File: src/core/hws_pkg.sv
// Constants, register map and state types for the host wake and status block
package hws_pkg;
   // =====================================================
   // Clock and timebase
   localparam int CLK_PERIOD_NS   = 40;
   localparam int MS_NS           = 1000000;
   localparam int TICK_CYCLES_DEF = MS_NS / CLK_PERIOD_NS;
   // =====================================================
   // Times in milliseconds, except IDLE_SLEEP_S in seconds
   localparam int PULSE_MS        = 120;
   localparam int DATA_BLINK_MS   = 125;
   localparam int SEARCH_ON_MS    = 200;
   localparam int SEARCH_OFF_MS   = 200;
   localparam int IDLE_ON_MS      = 1800;
   localparam int IDLE_OFF_MS     = 200;
   localparam int WAKE_LOW_MS     = 50;
   localparam int IDLE_SLEEP_S    = 5;
   localparam logic [15:0] IDLE_INTERVAL_RST = 16'(IDLE_SLEEP_S * 1000);
   // =====================================================
   // Register byte offsets
   localparam logic [7:0] CTRL_OFS   = 8'h00;
   localparam logic [7:0] EVENT_OFS  = 8'h04;
   localparam logic [7:0] CMD_OFS    = 8'h08;
   localparam logic [7:0] STATUS_OFS = 8'h0c;
   localparam logic [7:0] IDLE_OFS   = 8'h10;
   // =====================================================
   // Control fields
   localparam int CTRL_FUN_LSB   = 0;
   localparam int CTRL_SLEEP_LSB = 4;
   localparam int CTRL_NET_LSB   = 6;
   localparam logic [2:0] FUN_MIN  = 3'h0;
   localparam logic [2:0] FUN_FULL = 3'h1;
   localparam logic [2:0] FUN_NORF = 3'h4;
   localparam logic [1:0] SLEEP_OFF   = 2'h0;
   localparam logic [1:0] SLEEP_PIN   = 2'h1;
   localparam logic [1:0] SLEEP_IDLE  = 2'h2;
   localparam logic [1:0] NET_SEARCH  = 2'h0;
   localparam logic [1:0] NET_IDLE    = 2'h1;
   localparam logic [1:0] NET_DATA    = 2'h2;
   // =====================================================
   // Event bits (write one to signal)
   localparam int EV_SMS      = 0;
   localparam int EV_URC      = 1;
   localparam int EV_VOICE    = 2;
   localparam int EV_DATA     = 3;
   localparam int EV_CALL_UP  = 4;
   localparam int EV_HANGUP   = 5;
   localparam int EV_REMOTE   = 6;
   localparam int EV_SERIAL   = 7;
   localparam int EV_LINK_UP  = 8;
   localparam int EV_LINK_DN  = 9;
   // =====================================================
   // Command class bits and status bits
   localparam int CMD_RADIO   = 0;
   localparam int CMD_SIM     = 1;
   localparam int ST_ASLEEP   = 0;
   localparam int ST_REJECT   = 1;
   localparam int ST_NOCARR   = 2;
   localparam int ST_LINK     = 3;
   localparam int ST_RING     = 4;
   localparam int ST_NETLED   = 5;
   localparam int ST_SLEEPREQ = 6;
   typedef enum logic [1:0] {RI_IDLE, RI_RING, RI_GAP, RI_PULSE} hws_ri_state_type;
endpackage

File: src/core/hws_host_wake.sv
// Ring/wake output, network indicator, sleep control and function level with APB registers
// How it works
// - Outgoing calls leave ring output high; they have no event that drops it.
// - A new short message drops ring output low for 120 ms.
// - Selected unsolicited reports drop ring output low for 120 ms.
// - Incoming voice call holds ring output low until the call is established.
// - Host hang-up during voice ringing releases ring output high.
// - Remote hang-up while ringing: high, 120 ms low, then high with the no-carrier report in the same cycle.
// - Incoming data call holds ring output low until the connection is up.
// - Host hang-up during data ringing releases ring output high.
// - A short message during call ringing releases ring output high.
// - Host drives sleep request high to allow sleep, low to wake.
// - Sleep mode 1 follows the sleep request level.
// - Sleep mode 2 sleeps after the serial port idles for the interval.
// - Data status blinks indicator 125 ms on, 125 ms off, only with link up.
// - Function level takes 0, 1 or 4 and resets to full function.
// - Level 0 rejects radio and SIM commands, serial port stays usable.
// - Level 4 rejects radio commands, serial port stays usable.
// - Writing level 1 returns to full function from 0 or 4.
// - Sleep request held low over 50 ms wakes the module in mode 1.
// - Idle interval is programmable and resets to 5 s.
//
// The address map and the APB slave port are this design's own decisions.
`timescale 1ns/1ps
module hws_host_wake
   import hws_pkg::*;
#(
   parameter int TICK_CYCLES = TICK_CYCLES_DEF
) (
   input  wire logic        pclk,
   input  wire logic        presetn,
   input  wire logic        ce,
   input  wire logic        psel,
   input  wire logic        penable,
   input  wire logic        pwrite,
   input  wire logic [7:0]  paddr,
   input  wire logic [31:0] pwdata,
   output logic [31:0]      prdata,
   output logic             pready,
   output logic             pslverr,
   input  wire logic        sleep_request_in,
   output logic             ring_wake_out,
   output logic             network_indicator_out,
   output logic             module_asleep,
   output logic             radio_enable,
   output logic             sim_enable,
   output logic             no_carrier_report
);
   hws_ri_state_type ri_state_q, ri_state_d;
   logic [6:0]  ri_ms_q, ri_ms_d;
   logic        ri_nc_q, ri_nc_d;
   logic        ri_out_q, ri_out_d;
   logic        nc_pulse_q, nc_pulse_d;
   logic [10:0] led_ms_q, led_ms_d;
   logic        led_on_q, led_on_d;
   logic [5:0]  wake_ms_q, wake_ms_d;
   logic [15:0] idle_ms_q, idle_ms_d;
   logic        asleep_q, asleep_d;
   logic [2:0]  fun_q, fun_d;
   logic [1:0]  smode_q, smode_d;
   logic [1:0]  net_q, net_d;
   logic [15:0] interval_q, interval_d;
   logic        link_q, link_d;
   logic        reject_q, reject_d;
   logic        nocarr_q, nocarr_d;
   logic        ph_q, ph_d;
   logic [31:0] rdata_q, rdata_d;
   logic        sreq_m_q, sreq_s_q;
   logic        ri_tick, ms_tick, ri_restart;
   logic        wr_fire, ev_wr, cmd_wr, ctrl_wr, st_wr, idle_wr, mapped;
   logic        ev_sms, ev_urc, ev_ring, ev_call_up, ev_hangup, ev_remote, ev_any;
   logic [10:0] on_ms, off_ms;
   logic [31:0] status;

   // =====================================================
   // Timebases
   hws_ms_tick #(.TICK_CYCLES(TICK_CYCLES)) u_ri_tick (
      .pclk    (pclk),
      .presetn (presetn),
      .ce      (ce),
      .restart (ri_restart),
      .tick    (ri_tick)
   );

   hws_ms_tick #(.TICK_CYCLES(TICK_CYCLES)) u_ms_tick (
      .pclk    (pclk),
      .presetn (presetn),
      .ce      (ce),
      .restart (1'b0),
      .tick    (ms_tick)
   );

   // =====================================================
   // Sleep request synchroniser
   always_ff @(posedge pclk or negedge presetn) begin
      if (!presetn) begin
         sreq_m_q <= 1'b0;
         sreq_s_q <= 1'b0;
      end else if (ce) begin
         sreq_m_q <= sleep_request_in;
         sreq_s_q <= sreq_m_q;
      end
   end

   // =====================================================
   // APB decode
   assign mapped  = (paddr == CTRL_OFS) || (paddr == EVENT_OFS) || (paddr == CMD_OFS) ||
                    (paddr == STATUS_OFS) || (paddr == IDLE_OFS);
   assign pready  = ce && psel && penable && ph_q;
   assign pslverr = pready && !mapped;
   assign prdata  = rdata_q;
   assign wr_fire = pready && pwrite && mapped;
   assign ctrl_wr = wr_fire && (paddr == CTRL_OFS);
   assign ev_wr   = wr_fire && (paddr == EVENT_OFS);
   assign cmd_wr  = wr_fire && (paddr == CMD_OFS);
   assign st_wr   = wr_fire && (paddr == STATUS_OFS);
   assign idle_wr = wr_fire && (paddr == IDLE_OFS);

   assign ev_sms     = ev_wr && pwdata[EV_SMS];
   assign ev_urc     = ev_wr && pwdata[EV_URC];
   assign ev_ring    = ev_wr && (pwdata[EV_VOICE] || pwdata[EV_DATA]);
   assign ev_call_up = ev_wr && pwdata[EV_CALL_UP];
   assign ev_hangup  = ev_wr && pwdata[EV_HANGUP];
   assign ev_remote  = ev_wr && pwdata[EV_REMOTE];
   assign ev_any     = ev_sms || ev_urc || ev_ring || ev_call_up || ev_hangup || ev_remote;

   always_comb begin
      status = 32'h0;
      status[ST_ASLEEP]   = asleep_q;
      status[ST_REJECT]   = reject_q;
      status[ST_NOCARR]   = nocarr_q;
      status[ST_LINK]     = link_q;
      status[ST_RING]     = ri_out_q;
      status[ST_NETLED]   = led_on_q;
      status[ST_SLEEPREQ] = sreq_s_q;
   end

   // =====================================================
   // Blink pattern select
   always_comb begin
      on_ms  = 11'(SEARCH_ON_MS);
      off_ms = 11'(SEARCH_OFF_MS);
      if (net_q == NET_DATA && link_q) begin
         on_ms  = 11'(DATA_BLINK_MS);
         off_ms = 11'(DATA_BLINK_MS);
      end else if (net_q != NET_SEARCH) begin
         on_ms  = 11'(IDLE_ON_MS);
         off_ms = 11'(IDLE_OFF_MS);
      end
   end

   // =====================================================
   // Next-state logic
   always_comb begin
      ri_state_d = ri_state_q;
      ri_ms_d    = ri_ms_q;
      ri_nc_d    = ri_nc_q;
      nc_pulse_d = 1'b0;
      ri_restart = 1'b0;
      led_ms_d   = led_ms_q;
      led_on_d   = led_on_q;
      wake_ms_d  = wake_ms_q;
      idle_ms_d  = idle_ms_q;
      asleep_d   = asleep_q;
      fun_d      = fun_q;
      smode_d    = smode_q;
      net_d      = net_q;
      interval_d = interval_q;
      link_d     = link_q;
      reject_d   = reject_q;
      nocarr_d   = nocarr_q;
      ph_d       = ph_q;
      rdata_d    = rdata_q;
      // Read data is captured in the setup phase so the access phase answers at once
      if (pready) begin
         ph_d = 1'b0;
      end else if (psel && !ph_q) begin
         ph_d    = 1'b1;
         rdata_d = 32'h0;
         case (paddr)
            CTRL_OFS:   rdata_d = {24'h0, net_q, smode_q, 1'b0, fun_q};
            STATUS_OFS: rdata_d = status;
            IDLE_OFS:   rdata_d = {16'h0, interval_q};
            default:    rdata_d = 32'h0;
         endcase
      end
      // Ring/wake sequencing; an outgoing call has no event, so the line stays high
      case (ri_state_q)
         RI_IDLE: begin
            if (ev_ring) begin
               ri_state_d = RI_RING;
            end else if (ev_sms || ev_urc) begin
               ri_state_d = RI_PULSE;
               ri_nc_d    = 1'b0;
               ri_restart = 1'b1;
               ri_ms_d    = 7'h00;
            end
         end
         RI_RING: begin
            if (ev_sms || ev_call_up || ev_hangup) begin
               ri_state_d = RI_IDLE;
            end else if (ev_remote) begin
               ri_state_d = RI_GAP;
            end
         end
         RI_GAP: begin
            // High until the next divider tick, up to one millisecond, marks the drop before the no-carrier pulse
            // Divider wraps on this tick by itself; a restart here would feed back into the tick
            if (ri_tick) begin
               ri_state_d = RI_PULSE;
               ri_nc_d    = 1'b1;
               ri_ms_d    = 7'h00;
            end
         end
         RI_PULSE: begin
            if (ev_ring) begin
               ri_state_d = RI_RING;
            end else if (ev_sms || ev_urc) begin
               ri_nc_d    = 1'b0;
               ri_restart = 1'b1;
               ri_ms_d    = 7'h00;
            end else if (ri_tick) begin
               if (ri_ms_q == 7'(PULSE_MS - 1)) begin
                  ri_state_d = RI_IDLE;
                  nc_pulse_d = ri_nc_q;
               end else begin
                  ri_ms_d = ri_ms_q + 7'h01;
               end
            end
         end
         default: ri_state_d = RI_IDLE;
      endcase
      ri_out_d = (ri_state_d == RI_IDLE) || (ri_state_d == RI_GAP);
      // Indicator phase counter; >= keeps a pattern change from overrunning a phase
      if (ms_tick) begin
         if (led_ms_q >= (led_on_q ? on_ms : off_ms) - 11'h001) begin
            led_ms_d = 11'h000;
            led_on_d = !led_on_q;
         end else begin
            led_ms_d = led_ms_q + 11'h001;
         end
      end
      // Sleep control
      case (smode_q)
         SLEEP_PIN: begin
            if (sreq_s_q) begin
               asleep_d  = 1'b1;
               wake_ms_d = 6'h00;
            end else if (asleep_q && ms_tick) begin
               if (wake_ms_q == 6'(WAKE_LOW_MS)) begin
                  asleep_d  = 1'b0;
                  wake_ms_d = 6'h00;
               end else begin
                  wake_ms_d = wake_ms_q + 6'h01;
               end
            end
         end
         SLEEP_IDLE: begin
            if (ev_wr && pwdata[EV_SERIAL]) begin
               asleep_d  = 1'b0;
               idle_ms_d = 16'h0000;
            end else if (!asleep_q && ms_tick) begin
               if (idle_ms_q + 16'h0001 >= interval_q) begin
                  asleep_d = 1'b1;
               end else begin
                  idle_ms_d = idle_ms_q + 16'h0001;
               end
            end
         end
         default: begin
            asleep_d  = 1'b0;
            wake_ms_d = 6'h00;
            idle_ms_d = 16'h0000;
         end
      endcase
      // Register writes
      if (ctrl_wr) begin
         if (pwdata[CTRL_FUN_LSB +: 3] == FUN_MIN || pwdata[CTRL_FUN_LSB +: 3] == FUN_FULL ||
             pwdata[CTRL_FUN_LSB +: 3] == FUN_NORF) begin
            fun_d = pwdata[CTRL_FUN_LSB +: 3];
         end
         if (pwdata[CTRL_SLEEP_LSB +: 2] != 2'h3) begin
            smode_d   = pwdata[CTRL_SLEEP_LSB +: 2];
            idle_ms_d = 16'h0000;
         end
         net_d = pwdata[CTRL_NET_LSB +: 2];
      end
      if (idle_wr) begin
         interval_d = pwdata[15:0];
      end
      if (ev_wr && pwdata[EV_LINK_DN]) begin
         link_d = 1'b0;
      end
      if (ev_wr && pwdata[EV_LINK_UP]) begin
         link_d = 1'b1;
      end
      // Sticky flags: set beats a same-cycle clear
      if (st_wr && pwdata[ST_REJECT]) begin
         reject_d = 1'b0;
      end
      if (st_wr && pwdata[ST_NOCARR]) begin
         nocarr_d = 1'b0;
      end
      if (cmd_wr && ((fun_q == FUN_MIN && (pwdata[CMD_RADIO] || pwdata[CMD_SIM])) ||
                     (fun_q == FUN_NORF && pwdata[CMD_RADIO]))) begin
         reject_d = 1'b1;
      end
      if (nc_pulse_d) begin
         nocarr_d = 1'b1;
      end
   end

   // =====================================================
   // State registers
   always_ff @(posedge pclk or negedge presetn) begin
      if (!presetn) begin
         ri_state_q <= RI_IDLE;
         ri_ms_q    <= 7'h00;
         ri_nc_q    <= 1'b0;
         ri_out_q   <= 1'b1;
         nc_pulse_q <= 1'b0;
         led_ms_q   <= 11'h000;
         led_on_q   <= 1'b0;
         wake_ms_q  <= 6'h00;
         idle_ms_q  <= 16'h0000;
         asleep_q   <= 1'b0;
         fun_q      <= FUN_FULL;
         smode_q    <= SLEEP_OFF;
         net_q      <= NET_SEARCH;
         interval_q <= IDLE_INTERVAL_RST;
         link_q     <= 1'b0;
         reject_q   <= 1'b0;
         nocarr_q   <= 1'b0;
         ph_q       <= 1'b0;
         rdata_q    <= 32'h0;
      end else if (ce) begin
         ri_state_q <= ri_state_d;
         ri_ms_q    <= ri_ms_d;
         ri_nc_q    <= ri_nc_d;
         ri_out_q   <= ri_out_d;
         nc_pulse_q <= nc_pulse_d;
         led_ms_q   <= led_ms_d;
         led_on_q   <= led_on_d;
         wake_ms_q  <= wake_ms_d;
         idle_ms_q  <= idle_ms_d;
         asleep_q   <= asleep_d;
         fun_q      <= fun_d;
         smode_q    <= smode_d;
         net_q      <= net_d;
         interval_q <= interval_d;
         link_q     <= link_d;
         reject_q   <= reject_d;
         nocarr_q   <= nocarr_d;
         ph_q       <= ph_d;
         rdata_q    <= rdata_d;
      end
   end

   assign ring_wake_out         = ri_out_q;
   assign network_indicator_out = led_on_q;
   assign module_asleep         = asleep_q;
   assign radio_enable          = (fun_q == FUN_FULL);
   assign sim_enable            = (fun_q != FUN_MIN);
   assign no_carrier_report     = nc_pulse_q;

   // =====================================================
   // Checks
   a_sms_starts_pulse: assert property (@(posedge pclk) disable iff (!presetn)
      (ri_state_q == RI_IDLE && ev_sms && !ev_ring) |=> (!ring_wake_out && ri_ms_q == 7'h00))
      else $error("sms did not start a low pulse");
   a_urc_starts_pulse: assert property (@(posedge pclk) disable iff (!presetn)
      (ri_state_q == RI_IDLE && ev_urc && !ev_ring) |=> !ring_wake_out)
      else $error("report did not start a low pulse");
   a_pulse_end_high: assert property (@(posedge pclk) disable iff (!presetn)
      (ri_state_q == RI_PULSE && ri_tick && ri_ms_q == 7'(PULSE_MS - 1) && !ev_any) |=> ring_wake_out)
      else $error("pulse did not end after its last millisecond");
   a_ring_holds_low: assert property (@(posedge pclk) disable iff (!presetn)
      (ri_state_q == RI_RING && !ev_any) |=> !ring_wake_out)
      else $error("ring line left low state without cause");
   a_hangup_release: assert property (@(posedge pclk) disable iff (!presetn)
      (ri_state_q == RI_RING && (ev_hangup || ev_call_up || ev_sms)) |=> ring_wake_out)
      else $error("ring line not released");
   a_remote_gap_pulse: assert property (@(posedge pclk) disable iff (!presetn)
      (ri_state_q == RI_RING && ev_remote && !ev_hangup && !ev_call_up && !ev_sms)
      |=> (ring_wake_out && ri_state_q == RI_GAP))
      else $error("remote hang-up did not raise the line first");
   a_no_carrier_edge: assert property (@(posedge pclk) disable iff (!presetn)
      no_carrier_report |-> (ring_wake_out && !$past(ring_wake_out) && nocarr_q))
      else $error("no-carrier report not at pulse end");
   a_fun_level_legal: assert property (@(posedge pclk) disable iff (!presetn)
      (fun_q == FUN_MIN || fun_q == FUN_FULL || fun_q == FUN_NORF))
      else $error("illegal function level held");
   a_reject_radio_cmd: assert property (@(posedge pclk) disable iff (!presetn)
      (cmd_wr && fun_q == FUN_NORF && pwdata[CMD_RADIO]) |=> reject_q)
      else $error("radio command not rejected at level 4");
   a_mode1_sleep_entry: assert property (@(posedge pclk) disable iff (!presetn)
      (ce && smode_q == SLEEP_PIN && sreq_s_q && !ctrl_wr) |=> module_asleep)
      else $error("sleep request did not put module to sleep");
   a_mode1_wake_delay: assert property (@(posedge pclk) disable iff (!presetn)
      ($fell(module_asleep) && $past(smode_q) == SLEEP_PIN && !$past(ctrl_wr))
      |-> $past(wake_ms_q) == 6'(WAKE_LOW_MS))
      else $error("mode 1 woke before the low hold time");
endmodule

File: src/core/hws_ms_tick.sv
// Millisecond tick generator with synchronous restart
`timescale 1ns/1ps
module hws_ms_tick #(
   parameter int TICK_CYCLES = 25000
) (
   input  wire logic pclk,
   input  wire logic presetn,
   input  wire logic ce,
   input  wire logic restart,
   output logic      tick
);
   localparam int CW = $clog2(TICK_CYCLES + 1);
   localparam logic [CW-1:0] LAST = CW'(TICK_CYCLES - 1);
   logic [CW-1:0] cnt_q;
   logic [CW-1:0] cnt_d;

   // =====================================================
   // Divider
   always_comb begin
      cnt_d = cnt_q;
      if (restart) begin
         cnt_d = '0;
      end else if (cnt_q == LAST) begin
         cnt_d = '0;
      end else begin
         cnt_d = cnt_q + CW'(1);
      end
   end

   always_ff @(posedge pclk or negedge presetn) begin
      if (!presetn) begin
         cnt_q <= '0;
      end else if (ce) begin
         cnt_q <= cnt_d;
      end
   end

   // Restart swallows the tick so a fresh pulse always gets whole milliseconds
   assign tick = ce && !restart && (cnt_q == LAST);
endmodule

File: config.mk
export PLATFORM = sky130hd
export DESIGN_NAME = hws_host_wake
export DESIGN_NICKNAME = d
export VERILOG_FILES = /design/src/core/hws_pkg.sv /design/src/core/hws_host_wake.sv /design/src/core/hws_ms_tick.sv
export SDC_FILE = /design/constraint.sdc
export NUM_CORES = 1
export LEC_CHECK = 0
export ABC_CLOCK_PERIOD_IN_PS = 3700
export BUFFER_PORTS_ARGS = -buffer_cell sky130_fd_sc_hd__buf_2
export CORE_MARGIN = 2
export CORE_UTILIZATION = 53
export DETAILED_ROUTE_END_ITERATION = 8
export PLACE_DENSITY = 0.83
export SYNTH_ARGS = -nofsm -noshare
export SYNTH_HDL_FRONTEND = slang
export SYNTH_SLANG_ARGS = --single-unit
File: constraint.sdc
create_clock -name pclk -period 3.7 [get_ports pclk]
set_clock_uncertainty 0.05 [all_clocks]
set_input_delay 0.185 -clock pclk [delete_from_list [all_inputs] [get_ports pclk]]
set_output_delay 0.185 -clock pclk [all_outputs]
set_load 0.02 [all_outputs]
==> flow_metrics.env, run 1 <==
export IMPL_outcome="finished, violations left"
export IMPL_violations="negative setup slack"
export IMPL_clk_path_buf_depth=2
export IMPL_grt_pass1_vias=5926
export IMPL_path_class="reg -> reg"
export IMPL_power_share_clock_pct=46.6
export IMPL_synth_top_flop_cell="dfrtp_1"
export IMPL_dp_hpwl_um=12100
export IMPL_cts_buffers=17
export IMPL_setup_viol=1
export IMPL_synth_edf_count=0
export IMPL_drc_errors=0
export IMPL_slew_headroom_pct=49.3
export IMPL_routabilityCongestion=0.929
export IMPL_antenna_found_initial=3
export IMPL_cpLargestDelayFamily="simple AND/OR/NAND/NOR gates"
export IMPL_ys_seq_area_share_pct=42.7
export IMPL_r2r_end="idle_ms_q[6]"
export IMPL_cts_tree="done"
export IMPL_startpoint_type="flop"
export IMPL_cts_root_buffer="clkbuf_16"
export IMPL_synthesis_area_um2=7160
export IMPL_pwr_share_seq_pct=41.0
export IMPL_drt_iter0_drc=637
export IMPL_maxSlewViolCount=0
export IMPL_overflow=0
export IMPL_yosysTopAreaCell="dfrtp_1"
export IMPL_h_tree_depth=4
export IMPL_p_leak_nw=4.04
export IMPL_critPathSlowestCell="or4b_1"
export IMPL_viasPerCell=5.90
export IMPL_floorplan_initialDensity_pct=54.1
export IMPL_die_x_um=120
export IMPL_p_sw_w=0.000995
export IMPL_slowest_delay_ps=510
export IMPL_hold_violations=0
export IMPL_totalPowerFinal_w=0.00368
export IMPL_clk_pin_slew_ps=60
export IMPL_area_growth_pct=18.3
export IMPL_fin_ws_ps=-7.75
export IMPL_coreArea_um2=13200
export IMPL_drt_pass1_iterations=5
export IMPL_crit_buf_inv=2
export IMPL_synthTopCellsByArea="dfrtp_1, ha_1, nand2_1"
export IMPL_fin_crit_ps=3710
export IMPL_reg2reg_setup_slack_ps=-8
export IMPL_vdd_drop_max_uv=381
export IMPL_ys_ff_latch=122
export IMPL_dieArea_um2=14500
export IMPL_wl_per_cell_um=16.9
export IMPL_reg2reg_from="idle_ms_q[0]"
export IMPL_power_frac_comb_pct=12.5
export IMPL_timing_fmax_ghz=0.270
export IMPL_cts_sinks=122
export IMPL_synth_top_cell_area_share_pct=40.2
export IMPL_power_density_nw_per_um2=434
export IMPL_die_h_um=120
export IMPL_syn_inst=777
export IMPL_synthTopCellsByCount="dfrtp_1, nand2_1, o21ai_0"
export IMPL_finalCritPeriodShare_pct=100
export IMPL_synth_most_common_cell="dfrtp_1"
export IMPL_cpMostUsedCell="ha_1"
export IMPL_totalWireLength_um=17800
export IMPL_synth_cell_types=69
export IMPL_worstPathArrival_ps=3930
export IMPL_dpl_cell_count=998
export IMPL_synthArstFlopShare_pct=100
export IMPL_r2r_worst_path_cells=15
export IMPL_crit_fanout=8
export IMPL_min_path_type="in -> reg"
export IMPL_drive_above_1_share_pct=18.0
export IMPL_regArea_um2=3070
export IMPL_final_cells=1053
export IMPL_detail_route_antenna_nets=0
export IMPL_startpoint="idle_ms_q[0]"
export IMPL_p_int_w=0.00268
export IMPL_crit_end="idle_ms_q[6]"
export IMPL_port_buffer_count=54
export IMPL_rows=42
export IMPL_track_usage_pct=25.2
export IMPL_worst_pin_slew_ps=760
export IMPL_syn_avg_cell_area_um2=9.22
export IMPL_path_cells="ha_1 > and2_1 > nand4_1 > inv_2 > nand3_2 > xnor2_1 > ha_1 > a21o_1 > a21oi_2 > nand4b_1 > o22a_2 > or4b_1 > buf_4 > o211ai_1 > o311ai_0"
export IMPL_end_kind="flop"
export IMPL_p_sw_share_pct=27.1
export IMPL_vias=6213
export IMPL_worstPathRequired_ps=3920
export IMPL_grt_max_degree=67
export IMPL_path_depth=15
export IMPL_multi_input_area_um2=3840
export IMPL_io_pins=87
export IMPL_ys_warn_count=0
export IMPL_fill_cells=1030
export IMPL_place_ws_ps=-21.0
export IMPL_nets=948
export IMPL_grt_pass1_wl_um=28900
export IMPL_insertion_delay_ps=420
export IMPL_drv_cap=0
[power by group through the flow]
stage	combinational (W)	sequential (W)	clock [W]
floorplan	0.000310	0.00151	0
global placement	0.000432	0.00152	0
detailed placement	0.000443	0.00152	0
CTS	0.000456	0.00150	0.00173
global route	0.000511	0.00152	0.00179
finish	0.000459	0.00151	0.00171
[cell usage in the layout (no fill, tap or decap), drive strengths merged, types with 8 or more instances in the layout]
master         n
dfrtp        115
nand2        102
buf           77
o21ai         65
nor2          52
nand3         41
ha            40
inv           37
a21oi         26
xnor2         19
and3          19
clkbuf        19
nor2b         16
conb          16
dlygate4sd3   14
xor2          13
o211ai        13
a22o          12
o31ai         12
nor3          12
nand2b        11
nand4         10
and2           9
or3            8
o311ai         8
[flip-flops by register name (all words and copies together), names as in the netlist, 2 cells and up]
register / cells
led_ms_q: 11
fun_q: 3
interval_q: 16
ri_state_q: 2
u_ri_tick.cnt_q: 15
prdata: 16
net_q: 2
ri_ms_q: 7
idle_ms_q: 16
smode_q: 2
u_ms_tick.cnt_q: 15
wake_ms_q: 6
[worst register-to-register path: stages (launching register included)]
cell      delay [ps]
dfrtp_1          430
ha_1             190
and2_1           170
nand4_1          170
inv_2            120
nand3_2          120
xnor2_1          150
ha_1             330
a21o_1           220
a21oi_2          180
nand4b_1         130
o22a_2           230
or4b_1           510
buf_4            200
o211ai_1         180
o311ai_0         180
[worst min-delay path by stage]
stage / endpoint / slack [ps] / depth (start not counted) / from
after global routing: interval_q[5] / 20 / 3 / pwdata[5]
after floorplan: fun_q[1] / -160 / 0 / presetn
after CTS: ph_q / 10 / 3 / psel
after global placement: led_ms_q[8] / 240 / 1 / presetn
final: interval_q[5] / 10 / 3 / pwdata[5]
after detailed placement: led_ms_q[8] / 240 / 1 / presetn
[cells by family after synthesis]
group           share of synthesized area (%)
xor+xnor                                 3.91
other cells                            0.0523
fa+ha+maj                                6.99
flops                                    42.7
mux                                      1.38
buf+inv                                  4.89
compound gates                           17.5
simple gates                             22.5
[timing repair]
item                                    4_1_cts  5_1_grt
pin swaps                                     1        4
buffers inserted                              1        5
endpoints found under the hold margin        69        0
endpoints found under the setup margin        2       12
gates resized for setup                       2       14
hold buffers                                 14        0
[through the flow]
step                      TNS, ps  util [%]  instance area (um2)  hold slack [ps]
after floorplan                 0         -                 7230             -161
after global placement          0      57.7                 7640              240
after detailed placement    -21.0      57.7                 7640              240
after CTS                       0      63.5                 8400             12.2
after global routing        -1060      64.0                 8480             24.2
final                       -7.75      64.0                 8480             13.7
[routing by layer]
metal | global-route usage, % | vias to the layer above | part of all wire [%]
met1 | 33.3 | 2997 | 44
li1 | - | 2937 | -
met2 | 40.1 | 237 | 47
met5 | 0 | - | 0
met3 | 5.75 | 42 | 6.8
met4 | 10.5 | 0 | 2.8
[area by class of cell]
| cell class | count | share of cell area [%] |
|---|---|---|
| Antenna cell | 3 | 0.0886 |
| Sequential cell | 122 | 36.2 |
| Clock inverter | 13 | 1.99 |
| Clock buffer | 19 | 5.23 |
| Multi-Input combinational cell | 594 | 45.3 |
| Timing Repair Buffer | 91 | 7.06 |
| Inverter | 35 | 1.55 |
| Tap cell | 176 | 2.60 |
Power figures use the tool's default switching activity.
==> inputs of run 2 (changes only) <==
--- a/config.mk
+++ b/config.mk
@@ -7,8 +7,10 @@
 export LEC_CHECK = 0
 export ABC_CLOCK_PERIOD_IN_PS = 3700
 export BUFFER_PORTS_ARGS = -buffer_cell sky130_fd_sc_hd__buf_2
-export CORE_MARGIN = 2
-export CORE_UTILIZATION = 53
+export CELL_PAD_IN_SITES_DETAIL_PLACEMENT = 1
+export CELL_PAD_IN_SITES_GLOBAL_PLACEMENT = 1
+export CORE_MARGIN = 3
+export CORE_UTILIZATION = 41
 export DETAILED_ROUTE_END_ITERATION = 8
 export PLACE_DENSITY = 0.83
 export SYNTH_ARGS = -nofsm -noshare
==> flow_metrics.env, run 2 (synthesis gave the netlist of run 1 again) <==
export IMPL_dp_hpwl_um=14400
export IMPL_area_growth_pct=22.1
export IMPL_detail_route_antenna_nets=0
export IMPL_layout_commonest_cell="dfrtp_1"
export IMPL_grt_pass1_vias=6799
export IMPL_place_ws_ps=-89.2
export IMPL_cts_root_buffer="clkbuf_16"
export IMPL_fin_ws_ps=-82.3
export IMPL_dpl_cell_count=1045
export IMPL_antenna_found_initial=0
export IMPL_overflow=0
export IMPL_drt_pass1_iterations=8
export IMPL_cts_buffers=17
export IMPL_dieArea_um2=19100
export IMPL_port_buffer_count=54
export IMPL_clk_path_buf_depth=2
export IMPL_path_class="reg -> reg"
export IMPL_vdd_drop_max_uv=351
export IMPL_slew_headroom_pct=40.3
export IMPL_grt_max_degree=69
export IMPL_floorplan_initialDensity_pct=42.6
export IMPL_p_leak_nw=4.12
export IMPL_fin_crit_ps=3780
export IMPL_crit_fanout=8
export IMPL_outcome="finished, violations left"
export IMPL_worstPathRequired_ps=3920
export IMPL_die_h_um=138
export IMPL_drt_iter0_drc=458
export IMPL_drc_errors=0
export IMPL_drv_cap=0
export IMPL_timing_fmax_ghz=0.264
export IMPL_fill_cells=1958
export IMPL_setup_viol=3
export IMPL_power_density_nw_per_um2=429
export IMPL_drive_above_1_share_pct=21.2
export IMPL_insertion_delay_ps=430
export IMPL_worst_pin_slew_ps=895
export IMPL_wl_per_cell_um=21.3
export IMPL_hold_depth=3
export IMPL_routabilityCongestion=0.850
export IMPL_hold_violations=0
export IMPL_h_tree_depth=4
export IMPL_worstPathArrival_ps=4000
export IMPL_totalWireLength_um=23600
export IMPL_end_kind="flop"
export IMPL_cts_sinks=122
export IMPL_fin_area_um2=8740
export IMPL_violations="negative setup slack"
export IMPL_coreArea_um2=16800
export IMPL_placed_cell_area_um2=7720
export IMPL_startpoint_type="flop"
export IMPL_final_cells=1105
export IMPL_maxSlewViolCount=0
export IMPL_finalCritPeriodShare_pct=102
export IMPL_cts_tree="done"
export IMPL_viasPerCell=5.95
export IMPL_clk_pin_slew_ps=60
export IMPL_nets=959
export IMPL_die_x_um=138
export IMPL_grt_pass1_wl_um=36400
export IMPL_rows=47
export IMPL_n_antenna_cell=0
export IMPL_track_usage_pct=23.3
export IMPL_vias=6580
export IMPL_r2r_worst_path_cells=14
export IMPL_io_pins=87
export IMPL_min_path_type="in -> reg"
export IMPL_final_cell_mix="dfrtp_1, nand2_1, o21ai_0, buf_2, nor2_1"
run 2: cell type report:
type | instances | area (um2) | area share, %
tap | 220 | 275 | 3.15
multi-input combinational | 594 | 3960 | 45.3
timing repair buffer | 102 | 686 | 7.84
clock inverter | 13 | 168 | 1.92
sequential | 122 | 3070 | 35.1
inverter | 35 | 131 | 1.50
clock buffer | 19 | 453 | 5.18
run 2: final timing paths:
check	start	to	slack, ps
max in group asynchronous	presetn	fun_q[0]	2370
max reg2reg	idle_ms_q[10]	idle_ms_q[6]	-80
min in group asynchronous	presetn	led_ms_q[8]	370
min reg2reg	prdata[14]	prdata[14]	410
max	idle_ms_q[10]	idle_ms_q[6]	-80
min	psel	ph_q	20
run 2: layer usage:
layer  global-route usage (%)  part of all wire [%]
met1                     28.8                    42
met2                     39.0                    49
met3                     6.35                   6.2
met4                     9.15                   3.5
met5                        0                     0
run 2: per-stage QoR:
stage	power [W]	hold WS, ps	setup TNS, ps	utilization (%)
final	0.00375	16.7	-109	52.0
after global placement	0.00196	319	0	45.9
after global routing	0.00391	37.0	-1190	52.0
after detailed placement	0.00198	317	-289	45.9
after CTS	0.00375	9.59	0	50.9
after floorplan	0.00182	-161	0	-
run 2: power by group:
group	total [W]	internal (W)	switching, W
clock	0.00176	0.00110	0.000662
combinational	0.000481	0.000188	0.000292
sequential	0.00151	0.00141	0.0000929
run 2: repair_timing:
item	CTS	global route
setup buffers	7	8
hold endpoints to repair	78	0
gates resized for setup	13	28
pin swaps	7	13
hold buffers	13	0
setup endpoints to repair	12	16
run 2: worst max-delay path, stage by stage, from the launching register on:
cell	delay (ps)
dfrtp_2	400
nand4_1	220
nor3_4	290
buf_4	150
buf_4	90
buf_4	120
xor2_2	210
ha_1	330
a21oi_2	230
a21oi_1	120
o22a_2	270
or4b_4	520
buf_6	160
o211ai_1	260
o311ai_2	190
